--- config.mk ---
export PLATFORM = sky130hd
export DESIGN_NAME = cru_request_unit
export DESIGN_NICKNAME = d
export VERILOG_FILES = /design/src/cru_pkg.sv /design/src/cru_request_unit.sv /design/src/cru_winner.sv
export VERILOG_INCLUDE_DIRS = /design/src /design/src/src
export SDC_FILE = /design/constraint.sdc
export NUM_CORES = 1
export LEC_CHECK = 0
export BUFFER_PORTS_ARGS = -buffer_cell sky130_fd_sc_hd__buf_2
export CAP_MARGIN = 15
export CORE_MARGIN = 2
export CORE_UTILIZATION = 45
export DETAILED_ROUTE_END_ITERATION = 10
export GPL_ROUTABILITY_DRIVEN = 1
export GPL_TIMING_DRIVEN = 0
export PLACE_DENSITY = 0.9
export SYNTH_ARGS = -nofsm -noshare
export SYNTH_HDL_FRONTEND = slang
export SYNTH_SLANG_ARGS = --single-unit
export TNS_END_PERCENT = 30
--- constraint.sdc ---
create_clock -name i_clk -period 2.8 [get_ports i_clk]
set_input_delay 0.56 -clock i_clk [delete_from_list [all_inputs] [get_ports i_clk]]
set_output_delay 0.56 -clock i_clk [all_outputs]
set_load 0.01 [all_outputs]
--- src/cru_defines.svh ---
/*
  Constants of the central request unit: channel count, vector width and the
  fixed channel numbers of every peripheral request.
  Assumes it is included by bare name from the package and the request unit.
*/
`ifndef CRU_DEFINES_SVH
`define CRU_DEFINES_SVH

// Channel count and vector index width
`define CRU_NUM_CHANNELS   32
`define CRU_INDEX_WIDTH    5

// Reset values
`define CRU_PENDING_RESET  32'h0000_0000
`define CRU_INDEX_RESET    5'h00

// Channel numbers, precedence rising with the number
`define CRU_CH_BROWNOUT        0
`define CRU_CH_EXT_PIN         1
`define CRU_CH_WD_EXPIRY       2
`define CRU_CH_WD_HALFWAY      3
`define CRU_CH_SERIAL_ERR      4
`define CRU_CH_SERIAL0_RX      5
`define CRU_CH_SERIAL0_TX      6
`define CRU_CH_SERIAL1_RX      7
`define CRU_CH_SERIAL1_TX      8
`define CRU_CH_PMBUS           9
`define CRU_CH_DIG_COMP        10
`define CRU_CH_FRONT_END0      11
`define CRU_CH_FRONT_END1      12
`define CRU_CH_FRONT_END2      13
`define CRU_CH_TIMER_PWM3      14
`define CRU_CH_TIMER_PWM2      15
`define CRU_CH_TIMER_PWM1      16
`define CRU_CH_TIMER_PWM0      17
`define CRU_CH_WIDE_OVERFLOW   18
`define CRU_CH_DEAD_TIME_FAULT 19
`define CRU_CH_WIDE_COMPARE1   20
`define CRU_CH_WIDE_CAPTURE0   21
`define CRU_CH_WIDE_COMPARE0   22
`define CRU_CH_POWER_CURRENT   23
`define CRU_CH_CONV_DONE       24
`define CRU_CH_FAULT_MUX       25
`define CRU_CH_PULSE_GEN3      26
`define CRU_CH_PULSE_GEN2      27
`define CRU_CH_PULSE_GEN1      28
`define CRU_CH_PULSE_GEN0      29
`define CRU_CH_EXT_FAULT       30
`define CRU_CH_SOFTWARE        31

`endif

--- src/cru_pkg.sv ---
/*
  Types of the central request unit: the packed state of the top module.
  Assumes the constants header is on the include path.
*/
`include "cru_defines.svh"

package cru_pkg;

  // Whole state of the request unit, registered in one process
  typedef struct packed {
    logic [`CRU_NUM_CHANNELS-1:0] pending;
    logic [1:0]                   pin_meta;
    logic [1:0]                   pin_sync;
    logic [1:0]                   pin_last;
    logic                         fast;
    logic                         normal;
    logic [`CRU_INDEX_WIDTH-1:0]  fast_vec;
    logic [`CRU_INDEX_WIDTH-1:0]  normal_vec;
  } cru_state_t;

endpackage

--- src/cru_request_unit.sv ---
/*
  Central request unit: gathers 32 peripheral request channels, keeps each
  pending until its source clears it, and drives a fast and a normal request
  line with a vector index naming the winning channel of each level.
  Assumes all requests except the two pin channels come from logic on i_clk;
  masks and level selects are held by surrounding logic on the same clock.
  // Contract
  // - Track 32 channels pending independently
  // - Fast and normal levels, fast wins
  // - Readable vector index per level
  // - Index names highest pending channel
  // - Precedence rises with channel number
  // - Each channel masked on its own
  // - Channels 0 to 3: brownout, pin, watchdog
  // - Channels 4 to 8: serial ports
  // - Channels 11 to 13: front ends
  // - Channels 14 to 17: timer pulse units
  // - Channel 18: wide timer overflow
  // - Channel 19: dead time fault
  // - Channels 20 to 22: wide timer events
  // - Channel 23: power current mode switch
  // - Channel 24: conversion done
  // - Channel 25: fault multiplexer events
  // - Channels 26 to 29: pulse generators
*/
`timescale 1ns/10ps
`include "cru_defines.svh"

module cru_request_unit
  import cru_pkg::*;
#(
  parameter int NCH = `CRU_NUM_CHANNELS,
  parameter int IW  = `CRU_INDEX_WIDTH
) (
  // Clock and reset
  input  wire logic           i_clk,
  input  wire logic           i_rst_b,
  // Low channels, pin requests arrive asynchronously
  input  wire logic           i_brownout_request,
  input  wire logic           i_external_pin_request,
  input  wire logic           i_watchdog_expiry_request,
  input  wire logic           i_watchdog_halfway_request,
  // Serial ports
  input  wire logic           i_serial_error_request,
  input  wire logic           i_serial0_receive_request,
  input  wire logic           i_serial0_transmit_request,
  input  wire logic           i_serial1_receive_request,
  input  wire logic           i_serial1_transmit_request,
  // Bus and converter events
  input  wire logic           i_pmbus_request,
  input  wire logic           i_digital_comparator_request,
  input  wire logic           i_front_end0_request,
  input  wire logic           i_front_end1_request,
  input  wire logic           i_front_end2_request,
  // Timers
  input  wire logic           i_timer_pwm3_request,
  input  wire logic           i_timer_pwm2_request,
  input  wire logic           i_timer_pwm1_request,
  input  wire logic           i_timer_pwm0_request,
  input  wire logic           i_wide_timer_overflow_request,
  input  wire logic           i_dead_time_fault_request,
  input  wire logic           i_wide_timer_compare1_request,
  input  wire logic           i_wide_timer_capture0_request,
  input  wire logic           i_wide_timer_compare0_request,
  // Power stage and faults
  input  wire logic           i_power_current_mode_request,
  input  wire logic           i_conversion_done_request,
  input  wire logic           i_fault_mux_request,
  input  wire logic           i_pulse_generator3_request,
  input  wire logic           i_pulse_generator2_request,
  input  wire logic           i_pulse_generator1_request,
  input  wire logic           i_pulse_generator0_request,
  input  wire logic           i_external_fault_request,
  input  wire logic           i_software_system_request,
  // Per-channel clear from each source, mask and level select
  input  wire logic [NCH-1:0] i_request_clear,
  input  wire logic [NCH-1:0] i_channel_enable,
  input  wire logic [NCH-1:0] i_fast_select,
  // Pending view and the two request levels
  output logic      [NCH-1:0] o_pending_q,
  output logic                o_fast_request_level_q,
  output logic                o_normal_request_level_q,
  output logic      [IW-1:0]  o_fast_vector_q,
  output logic      [IW-1:0]  o_normal_vector_q
);

  cru_state_t state_q;
  cru_state_t state_d;

  logic [NCH-1:0] req_vec;
  logic [NCH-1:0] enabled_pending;
  logic [NCH-1:0] fast_cand;
  logic [NCH-1:0] normal_cand;
  logic [IW-1:0]  fast_idx;
  logic [IW-1:0]  normal_idx;
  logic           fast_any;
  logic           normal_any;
  logic [1:0]     pin_rise;

  // Pin channels only ever count their rising edge, seen after two flops
  assign pin_rise = state_q.pin_sync & ~state_q.pin_last;

  // Low channels: brownout, pin, watchdog
  always_comb
  begin
    req_vec                          = '0;
    req_vec[`CRU_CH_BROWNOUT]        = i_brownout_request;
    req_vec[`CRU_CH_EXT_PIN]         = pin_rise[0];
    req_vec[`CRU_CH_WD_EXPIRY]       = i_watchdog_expiry_request;
    req_vec[`CRU_CH_WD_HALFWAY]      = i_watchdog_halfway_request;
    // Serial ports share one error channel
    req_vec[`CRU_CH_SERIAL_ERR]      = i_serial_error_request;
    req_vec[`CRU_CH_SERIAL0_RX]      = i_serial0_receive_request;
    req_vec[`CRU_CH_SERIAL0_TX]      = i_serial0_transmit_request;
    req_vec[`CRU_CH_SERIAL1_RX]      = i_serial1_receive_request;
    req_vec[`CRU_CH_SERIAL1_TX]      = i_serial1_transmit_request;
    // Bus and comparator
    req_vec[`CRU_CH_PMBUS]           = i_pmbus_request;
    req_vec[`CRU_CH_DIG_COMP]        = i_digital_comparator_request;
    // Front ends: each OR of its own six events upstream
    req_vec[`CRU_CH_FRONT_END0]      = i_front_end0_request;
    req_vec[`CRU_CH_FRONT_END1]      = i_front_end1_request;
    req_vec[`CRU_CH_FRONT_END2]      = i_front_end2_request;
    // Timer pulse units in reverse order
    req_vec[`CRU_CH_TIMER_PWM3]      = i_timer_pwm3_request;
    req_vec[`CRU_CH_TIMER_PWM2]      = i_timer_pwm2_request;
    req_vec[`CRU_CH_TIMER_PWM1]      = i_timer_pwm1_request;
    req_vec[`CRU_CH_TIMER_PWM0]      = i_timer_pwm0_request;
    req_vec[`CRU_CH_WIDE_OVERFLOW]   = i_wide_timer_overflow_request;
    req_vec[`CRU_CH_DEAD_TIME_FAULT] = i_dead_time_fault_request;
    req_vec[`CRU_CH_WIDE_COMPARE1]   = i_wide_timer_compare1_request;
    req_vec[`CRU_CH_WIDE_CAPTURE0]   = i_wide_timer_capture0_request;
    req_vec[`CRU_CH_WIDE_COMPARE0]   = i_wide_timer_compare0_request;
    // Mode detail stays in the power current unit's own flag
    req_vec[`CRU_CH_POWER_CURRENT]   = i_power_current_mode_request;
    req_vec[`CRU_CH_CONV_DONE]       = i_conversion_done_request;
    req_vec[`CRU_CH_FAULT_MUX]       = i_fault_mux_request;
    // Pulse generators in reverse order
    req_vec[`CRU_CH_PULSE_GEN3]      = i_pulse_generator3_request;
    req_vec[`CRU_CH_PULSE_GEN2]      = i_pulse_generator2_request;
    req_vec[`CRU_CH_PULSE_GEN1]      = i_pulse_generator1_request;
    req_vec[`CRU_CH_PULSE_GEN0]      = i_pulse_generator0_request;
    // Fault pin and software request at top precedence
    req_vec[`CRU_CH_EXT_FAULT]       = pin_rise[1];
    req_vec[`CRU_CH_SOFTWARE]        = i_software_system_request;
  end

  // Masked channels stay pending but take no part in the race
  assign enabled_pending = state_q.pending & i_channel_enable;
  assign fast_cand       = enabled_pending & i_fast_select;
  assign normal_cand     = enabled_pending & ~i_fast_select;

  // One encoder per level, highest channel number wins
  cru_winner #(
    .W  (NCH),
    .IW (IW)
  ) u_fast_winner (
    .i_cand  (fast_cand),
    .o_index (fast_idx),
    .o_valid (fast_any)
  );

  cru_winner #(
    .W  (NCH),
    .IW (IW)
  ) u_normal_winner (
    .i_cand  (normal_cand),
    .o_index (normal_idx),
    .o_valid (normal_any)
  );

  // Next state: sync pins, latch pending, rank levels
  always_comb
  begin
    state_d          = state_q;
    state_d.pin_meta = {i_external_fault_request, i_external_pin_request};
    state_d.pin_sync = state_q.pin_meta;
    state_d.pin_last = state_q.pin_sync;
    // Set beats a same-cycle clear so no event is lost
    state_d.pending  = (state_q.pending & ~i_request_clear) | req_vec;
    // Fast level masks the normal line while it is up
    state_d.fast     = fast_any;
    state_d.normal   = normal_any & ~fast_any;
    // Index holds its last winner while its level is idle
    if (fast_any)
    begin
      state_d.fast_vec = fast_idx;
    end
    if (normal_any)
    begin
      state_d.normal_vec = normal_idx;
    end
  end

  // Single state register, constants only under reset
  always_ff @(posedge i_clk or negedge i_rst_b)
  begin
    if (!i_rst_b)
    begin
      state_q.pending    <= `CRU_PENDING_RESET;
      state_q.pin_meta   <= 2'h0;
      state_q.pin_sync   <= 2'h0;
      state_q.pin_last   <= 2'h0;
      state_q.fast       <= 1'b0;
      state_q.normal     <= 1'b0;
      state_q.fast_vec   <= `CRU_INDEX_RESET;
      state_q.normal_vec <= `CRU_INDEX_RESET;
    end
    else
    begin
      state_q <= state_d;
    end
  end

  // Outputs straight from the state register
  assign o_pending_q              = state_q.pending;
  assign o_fast_request_level_q   = state_q.fast;
  assign o_normal_request_level_q = state_q.normal;
  assign o_fast_vector_q          = state_q.fast_vec;
  assign o_normal_vector_q        = state_q.normal_vec;
endmodule

--- src/cru_winner.sv ---
/*
  Fixed-precedence encoder: index of the highest set request bit.
  Assumes purely combinational use on one clock domain; no state.
*/
`timescale 1ns/10ps

module cru_winner #(
  parameter int W  = 32,
  parameter int IW = 5
) (
  // Candidate requests
  input  wire logic [W-1:0]  i_cand,
  // Winning channel
  output logic      [IW-1:0] o_index,
  output logic               o_valid
);

  // Later hits overwrite earlier ones, so the highest channel wins
  always_comb
  begin
    o_index = '0;
    o_valid = 1'b0;
    for (int i = 0; i < W; i++)
    begin
      if (i_cand[i])
      begin
        o_index = IW'(i);
        o_valid = 1'b1;
      end
    end
  end

endmodule
Yosys cells after proc, flatten, opt, wreduce, memory -nomap -nowiden
Index checks and enable logic that the tools add are counted.
- output and inout bits: 44
- input port bits: 130
- bits in registers: 50
- word-level logic and storage cells: 145
- bitwise logic cells: 11
- mux-type cells: 126
- operators by type and width (cell ; number):
    two-way mux 5 bit ; 32
    bitwise AND 32 bit ; 4
    two-way mux 1 bit ; 66
    two-way mux 4 bit ; 16
    inverter 32 bit ; 2
    OR 32 bit ; 1
    two-way mux 3 bit ; 8
    two-way mux 2 bit ; 4
    bitwise AND 2 bit ; 1
    inverter 2 bit ; 1
    bitwise AND 1 bit ; 1
    inverter 1 bit ; 1

Longest topological paths before layout
Gate-level depths: netlist of the first run.
- depth in word-level cells: 36
- depth in mapped cells: 6
- mapped depth without buffers: 6

By module
A second synthesis of the first run with hierarchy kept.
- cells, all modules: 389
- area, all modules: 3209.3 um^2
- by module, submodules not included (module ; sequential area each (um^2) ; area an instance (um^2) ; cells each ; times used):
    cru_request_unit ; 1251.2 ; 2493.6 ; 265 ; 1
    cru_winner ; 0.0 ; 357.8 ; 62 ; 2

Least setup slack after synthesis of the first run
No wires, ideal clock.
- path type: input-to-reg
- from: input port i_channel_enable[6]
- to: register state_q, in the netlist o_normal_vector_q[1]
- stages: 6
- arrival: 2.037 ns
- slack: 0.697 ns
- path buffers: 0
- library setup time: 0.066 ns
- required time: 2.734 ns
- cell sequence: and3b_1 > or4_4 > nor4_4 > nand2_2 > a21oi_1 > o32a_1
- longest elaborated chain between the ends: 28
- elaborated cells on any way between the ends: 54
- classes of those cells: mux (52); bitwise (2)
- ends and longest elaborated chain (item ; RTL line ; source):
    start, declared ; cru_request_unit.sv:77 ; input wire logic [NCH-1:0] i_channel_enable,
    bitwise AND 32 bit (*) ; cru_request_unit.sv:149 ; assign enabled_pending = state_q.pending & i_channel_enable;
    bitwise AND 32 bit (*) ; cru_request_unit.sv:151 ; assign normal_cand = enabled_pending & ~i_fast_select;
    two-way mux 3 bit or two-way mux 1 bit (tied branches) (2 in a row) ; cru_winner.sv:25 ; if (i_cand[i])
    two-way mux 4 bit or two-way mux 1 bit (tied branches) (8 in a row) ; cru_winner.sv:25 ;
    two-way mux 5 bit or two-way mux 1 bit (tied branches) (16 in a row) ; cru_winner.sv:25 ;
    end signal, assigned ; cru_request_unit.sv:211 ; state_q <= state_d;
    end, declared ; cru_request_unit.sv:87 ; cru_state_t state_q;
Every way passes the cells marked *; elsewhere a longest branch is shown, timed or not.
A chain may end at the register's enable or synchronous reset.

Worst setup path after layout of the first run
- from: register state_q, in the netlist o_pending_q[6]
- to: register state_q, in the netlist o_normal_vector_q[1]
- longest elaborated chain between the ends: 28
- elaborated cells on any way between the ends: 54
- classes of those cells: mux (52); bitwise (2)
- ends and longest elaborated chain (item ; RTL line):
    bitwise AND 32 bit (*) ; cru_request_unit.sv:149
    bitwise AND 32 bit (*) ; cru_request_unit.sv:151
    two-way mux 3 bit or two-way mux 1 bit (tied branches) (2 in a row) ; cru_winner.sv:25
    two-way mux 4 bit or two-way mux 1 bit (tied branches) (8 in a row) ; cru_winner.sv:25
    two-way mux 5 bit or two-way mux 1 bit (tied branches) (16 in a row) ; cru_winner.sv:25
Marked as above.

==> run_results.csv, run 1 <==
group,metric,value,unit
outcome,outcome,"finished, final reports clean",
worst_setup_path,critPathTopFamily,"simple AND/OR/NAND/NOR gates",
clock_network,root_buffer,"clkbuf_8",
timing,hold_violations,0,
worst_setup_path,arrival,2.38,ns
clock_network,cts_sinks,50,
job,cap_violations,0,
pwr,p_per_area,436,nW/um2
routing,vias,3362,
pwr,combPwrFrac,0.290,
placed_design,hpwl,7.64,mm
pwr,vdd_drop_max,0.000202,V
timing,whs,0.194,ns
pwr,netSwitchingFraction,0.299,
logic_synthesis,synth-edff-count,0,
timing,min_period,2.12,ns
worst_setup_path,worstPathCellList,"and3b_1 > or4_4 > nor4_4 > nand2_2 > a21oi_1 > o32a_1",
global_route,grt_pass1_wl,14.1,mm
worst_setup_path,reg2reg_from,"o_pending_q[6]",
routing,drtAntennaViolNets,0,
final_layout,area_delta_synth_final,34.4,%
timing,setup_tns,0,ns
logic_synthesis,syn_avg_cell_area,8.63,um2
final_layout,nFillCells,618,
logic_synthesis,synth_ff_type,"dfrtp_1",
worst_setup_path,required,3.06,ns
floorplanning,io_pins,174,
global_route,grt_pass1_vias,3269,
logic_synthesis,ys_ff_latch,50,
clock_network,cts_tree,"yes",
timing,tightest_slew,0.484,ns
clock_network,holdBufCountCts,0,
worst_setup_path,critPathMaxFanout,6,
worst_setup_path,reg2reg_to,"o_normal_vector_q[1]",
final_layout,fin_util,0.634,
global_route,antenna_found_initial,0,
timing,slew_viol_final,0,
floorplanning,fp.dieH,88.8,um
worst_setup_path,slowest_stage,"or4_4",
floorplanning,start_util,0.471,
logic_synthesis,postSynthNetCount,505,
timing,relSlewSlack,0.675,
timing,skew,0.00987,ns
logic_synthesis,yosys_warnings,0,
pwr,clkPwrFrac,0.272,
timing,finalCritPeriodShare,0.757,
worst_setup_path,max_stage_delay,0.57,ns
worst_setup_path,crit_type,"reg2reg",
final_layout,finalNetCount,686,
clock_network,clk_latency,0.31,ns
logic_synthesis,synth.distinct_cells,45,
pwr,power_leakage,2.38,nW
floorplanning,fp-row-count,30,
placed_design,place.gp.congestion,0.825,
worst_setup_path,rrSetupSlack,0.68,ns
pwr,internal_power,0.00133,W
logic_synthesis,syn_inst,375,
global_route,grt_start_max_net_pins,51,
placed_design,portBuffers,173,
clock_network,htree_num_levels,2,
final_layout,drive_gt1_frac,0.418,
worst_setup_path,setup.worst_path.start,"o_pending_q[6]",
routing,drc_errors,0,
clock_network,clock_path_buffers,2,
routing,avgViaCountPerCell,5.15,
floorplanning,dieWidth,88.8,um
routing,drtPass1Iterations,4,
routing,routed_wl,8.98,mm
routing,drt_iter0_drc,159,
floorplanning,fp.dieArea,7890,um2
global_route,grtUsageTotal,0.228,
worst_setup_path,cp-start-kind,"flop",
clock_network,post_cts_resized,0,
global_route,grt_overflow_total,0,
worst_hold_path,hold_class,"in2async",
logic_synthesis,async_flop_share,1.00,
worst_setup_path,crit_path_end_kind,"flop",
logic_synthesis,syn_area,3240,um2
routing,post_drt_wl_per_cell,13.8,um
worst_setup_path,reg2regPathDepth,6,
floorplanning,core_area,6870,um2
timing,fmax,0.472,GHz
pwr,p_sw,0.000568,W
clock_network,clkSlewWorstSetupHoldPaths,0.10,ns
final_layout,antennaDiodeCount,0,
timing,finalSetupViolCount,0,
clock_network,cts_setup_buffers,0,
timing,rsz0062_at_grt,"false",
logic_synthesis,yosysSeqAreaShare,0.387,
worst_setup_path,crit_cells,6,
final_layout,mostFrequentLayoutCells,"173 x buf_2, 50 x dfrtp_1, 42 x buf_4, 40 x inv_1, 33 x nand3_1",
final_layout,mostFrequentLayoutCell,"buf_2",
pwr,p_seq_frac,0.438,
clock_network,cts_buffers,5,
worst_setup_path,path_buf_inv,0,
metal layers:
| metal | up-vias | wire length, um | GRT usage |
|---|---|---|---|
| met2 | 122 | 4620 | 0.398 |
| met5 | - | 0 | 0 |
| li1 | 1661 | - | - |
| met1 | 1571 | 3680 | 0.284 |
| met3 | 8 | 590 | 0.0504 |
| met4 | 0 | 93 | 0.0592 |
metrics by stage:
| stage | area, um2 | instances | setup slack [ns] | power [W] |
|---|---|---|---|---|
| floorplan | 3240 | 375 | 0.697 | 0.00116 |
| detailed placement | 4220 | 644 | 0.425 | 0.00139 |
| global placement | 4220 | 644 | 0.442 | 0.00137 |
| finish | 4350 | 653 | 0.680 | 0.00190 |
| CTS | 4330 | 652 | 0.670 | 0.00191 |
| global route | 4350 | 653 | 0.620 | 0.00201 |
cells by family (layout without fill, tap and decap cells):
family          after synthesis  count (layout)  share of synthesized area
compound gates               88              88                      0.193
buf+inv                      82             264                      0.144
flops                        50              50                      0.387
mux                           1               1                    0.00348
simple gates                154             154                      0.273
flip-flops by register name, indices dropped and copies added, names as in the netlist:
register,flops
o_fast_vector_q,5
state_d,4
o_pending_q,32
state_q,2
o_normal_vector_q,5
o_normal_request_level_q,1
o_fast_request_level_q,1
power groups by stage:
| stage | registers [W] | logic, W | clock network [W] |
|---|---|---|---|
| 2_1_floorplan | 0.000830 | 0.000326 | 0 |
| 3_3_place_gp | 0.000842 | 0.000532 | 0 |
| 3_5_place_dp | 0.000846 | 0.000547 | 0 |
| 4_1_cts | 0.000831 | 0.000550 | 0.000528 |
| 5_1_grt | 0.000840 | 0.000611 | 0.000559 |
| 6_report | 0.000832 | 0.000551 | 0.000516 |
final cells by class:
type / instances / area [um2] / share of cell area
Sequential cell: 50 / 1250 / 0.288
Clock inverter: 3 / 40.0 / 0.00920
Inverter: 40 / 150 / 0.0345
Tap cell: 96 / 120 / 0.0276
Timing Repair Buffer: 174 / 886 / 0.204
Buffer: 42 / 315 / 0.0725
Multi-Input combinational cell: 243 / 1520 / 0.349
Clock buffer: 5 / 68.8 / 0.0158
worst max path at each step:
| stage | end |
|---|---|
| 6_report | o_normal_vector_q[1] |
| 5_1_grt | o_normal_vector_q[1] |
| 4_1_cts | o_normal_vector_q[1] |
| 3_5_place_dp | o_normal_vector_q[1] |
| 3_3_place_gp | o_normal_vector_q[1] |
| 2_1_floorplan | o_normal_vector_q[1] |
synthesized netlist by cell type (all sizes together) (2+ instances only):
cell type | n | area (um2)
o2111ai | 9 | 78.8
nand4 | 8 | 50.1
o21ai | 13 | 65.1
and3b | 6 | 56.3
a31oi | 4 | 25.0
dfrtp | 50 | 1250
a21oi | 8 | 40.0
and3 | 8 | 51.3
a211oi | 5 | 37.5
nor4 | 3 | 40.0
nand2 | 32 | 123
nand2b | 4 | 25.0
inv | 40 | 150
o22ai | 2 | 12.5
o211ai | 4 | 30.0
nor2b | 3 | 18.8
a221oi | 2 | 17.5
o21bai | 2 | 15.0
and2 | 2 | 12.5
nand3b | 25 | 195
nor3b | 2 | 15.0
buf | 42 | 315
a21o | 31 | 233
nor2 | 22 | 82.6
nor3 | 2 | 10.0
nand3 | 33 | 165
No activity file was read; power rests on OpenSTA's default activity.
==> run 2: changes to the inputs <==
==> constraint.sdc (replaced) <==
create_clock -name i_clk -period 2.04 [get_ports i_clk]
set_input_delay 0.408 -clock i_clk [delete_from_list [all_inputs] [get_ports i_clk]]
set_output_delay 0.408 -clock i_clk [all_outputs]
set_load 0.01 [all_outputs]
==> run 2 against run 1 <==
Non-clock buffer count unchanged. Worst setup slack worse by 0.62 ns. Power is 38% higher. Die area unchanged. Global-route usage is the same. First-iteration DRC count rose by 6.9%. Clock-buffer cell count is the same. Routed wire length increased by 1.7%. Register-to-register slack lost 0.62 ns. Sequential power grew 37%. Critical path depth unchanged.
==> run_results.csv, run 2 (synthesis results as in run 1) <==
group,metric,value,unit
outcome,outcome,"finished, final reports clean",
clock_network,clock_path_buffers,2,
routing,drtAntennaViolNets,0,
worst_setup_path,worstPathCellList,"and3b_1 > or4_4 > nor4_4 > nand2_2 > a21oi_1 > o32a_1",
global_route,antenna_found_initial,0,
pwr,p_per_area,598,nW/um2
final_layout,nFillCells,615,
worst_setup_path,slowest_stage,"or4_4",
floorplanning,fp.dieArea,7890,um2
job,cap_violations,0,
final_layout,mostFrequentLayoutCells,"173 x buf_2, 50 x dfrtp_1, 42 x buf_4, 40 x inv_1, 32 x nand3_1",
placed_design,hpwl,7.64,mm
timing,finalCritPeriodShare,0.971,
worst_setup_path,crit_type,"reg2reg",
global_route,grt_start_max_net_pins,51,
worst_setup_path,setup.worst_path.start,"o_pending_q[6]",
final_layout,drive_gt1_frac,0.424,
worst_setup_path,reg2reg_from,"o_pending_q[6]",
final_layout,final_cell_count_no_fill,653,
timing,rsz0062_at_grt,"true",
floorplanning,fp-row-count,30,
clock_network,htree_num_levels,2,
final_layout,mostFrequentLayoutCell,"buf_2",
final_layout,area_delta_synth_final,35.0,%
clock_network,holdBufCountCts,0,
clock_network,clk_latency,0.31,ns
timing,hold_violations,0,
routing,vias,3386,
timing,skew,0.00778,ns
routing,drc_errors,0,
clock_network,clkSlewWorstSetupHoldPaths,0.09,ns
timing,tightest_slew,0.493,ns
timing,fmax,0.505,GHz
final_layout,largest_reg_flops,32,
floorplanning,core_area,6870,um2
clock_network,cts_buffers,5,
worst_hold_path,hold_class,"in2async",
routing,drtPass1Iterations,4,
clock_network,root_buffer,"clkbuf_8",
pwr,power_leakage,2.38,nW
worst_setup_path,crit_path_end_kind,"flop",
clock_network,cts_setup_buffers,0,
timing,relSlewSlack,0.668,
clock_network,cts_sinks,50,
placed_design,place.gp.congestion,0.825,
timing,finalSetupViolCount,0,
timing,min_period,1.98,ns
routing,drt_iter0_drc,170,
routing,routed_wl,9.14,mm
worst_setup_path,critPathMaxFanout,6,
pwr,vdd_drop_max,0.000277,V
worst_setup_path,arrival,2.24,ns
global_route,grt_pass1_wl,14.1,mm
routing,avgViaCountPerCell,5.19,
final_layout,antennaDiodeCount,0,
worst_setup_path,max_stage_delay,0.57,ns
timing,slew_viol_final,0,
floorplanning,fp.dieH,88.8,um
placed_design,portBuffers,173,
global_route,grtUsageTotal,0.228,
placed_design,place_inst,644,
global_route,grt_pass1_vias,3269,
clock_network,cts_tree,"yes",
timing,setup_tns,0,ns
worst_setup_path,required,2.30,ns
floorplanning,dieWidth,88.8,um
floorplanning,start_util,0.471,
worst_setup_path,cp-start-kind,"flop",
routing,post_drt_wl_per_cell,14.0,um
floorplanning,io_pins,174,
final_layout,finalNetCount,686,
global_route,grt_overflow_total,0,
run 2: cell count changes in the layout (fill, tap and decap cells not counted):
cell,before,now
nand3_2,0,1
nor4_1,1,0
nor4bb_2,0,1
nor4_2,1,2
nor4bb_1,1,0
nand3_1,33,32
run 2: worst paths after layout:
| path | end | slack, ns | depth (start not counted) |
|---|---|---|---|
| worst max-delay path | o_normal_vector_q[1] | 0.06 | 6 |
| worst min-delay path | o_pending_q[1] | 0.04 | 1 |
| worst max register to register | o_normal_vector_q[1] | 0.06 | 6 |
| worst min register to register | state_d[13] | 0.36 | 0 |
| max in group asynchronous | state_d[13] | 1.46 | 2 |
| min in group i_clk | state_d[14] | 0.20 | 1 |
run 2: critical path: cells and delay by family (launching register included):
kind | cells | cell delay [ns]
DFF | 1 | 0.44
and+or+nand+nor | 4 | 1.18
AOI/OAI and AO/OA | 2 | 0.31
run 2: layer usage:
| layer | vias to the layer above | wire [um] | track usage |
|---|---|---|---|
| met5 | - | 0 | 0 |
| met4 | 0 | 88 | 0.0592 |
| met3 | 8 | 681 | 0.0504 |
| li1 | 1667 | - | - |
| met2 | 135 | 4720 | 0.398 |
| met1 | 1576 | 3640 | 0.284 |
run 2: what timing repair did:
item / in CTS / in global routing
pin swaps: 1 / 0
setup endpoints to repair: 2 / 4
resized for setup: 0 / 3
run 2: power by group:
group | switching, W | leakage (nW) | internal [W]
Sequential | 0.0000724 | 0.545 | 0.00107
Combinational | 0.000368 | 1.78 | 0.000397
Clock | 0.000344 | 0.0579 | 0.000362
run 2: cell type report:
type / instances / area, um2 / share of cell area
Buffer: 42 / 315 / 0.0722
Clock inverter: 3 / 40.0 / 0.00916
Inverter: 40 / 150 / 0.0344
Tap cell: 96 / 120 / 0.0275
Multi-Input combinational cell: 243 / 1540 / 0.352
Clock buffer: 5 / 68.8 / 0.0158
Timing Repair Buffer: 174 / 886 / 0.203
Sequential cell: 50 / 1250 / 0.286
run 2: metrics by stage:
step	hold slack [ns]	util	instance area (um2)	setup WS, ns	power, W
finish	0.0409	0.636	4370	0.0601	0.00261
global route	0.0640	0.636	4370	-0.0312	0.00277
CTS	0.195	0.631	4330	0.00750	0.00262
detailed placement	0.347	0.615	4220	-0.183	0.00191
global placement	0.335	0.615	4220	-0.166	0.00189
floorplan	0.112	-	3240	0.0886	0.00159
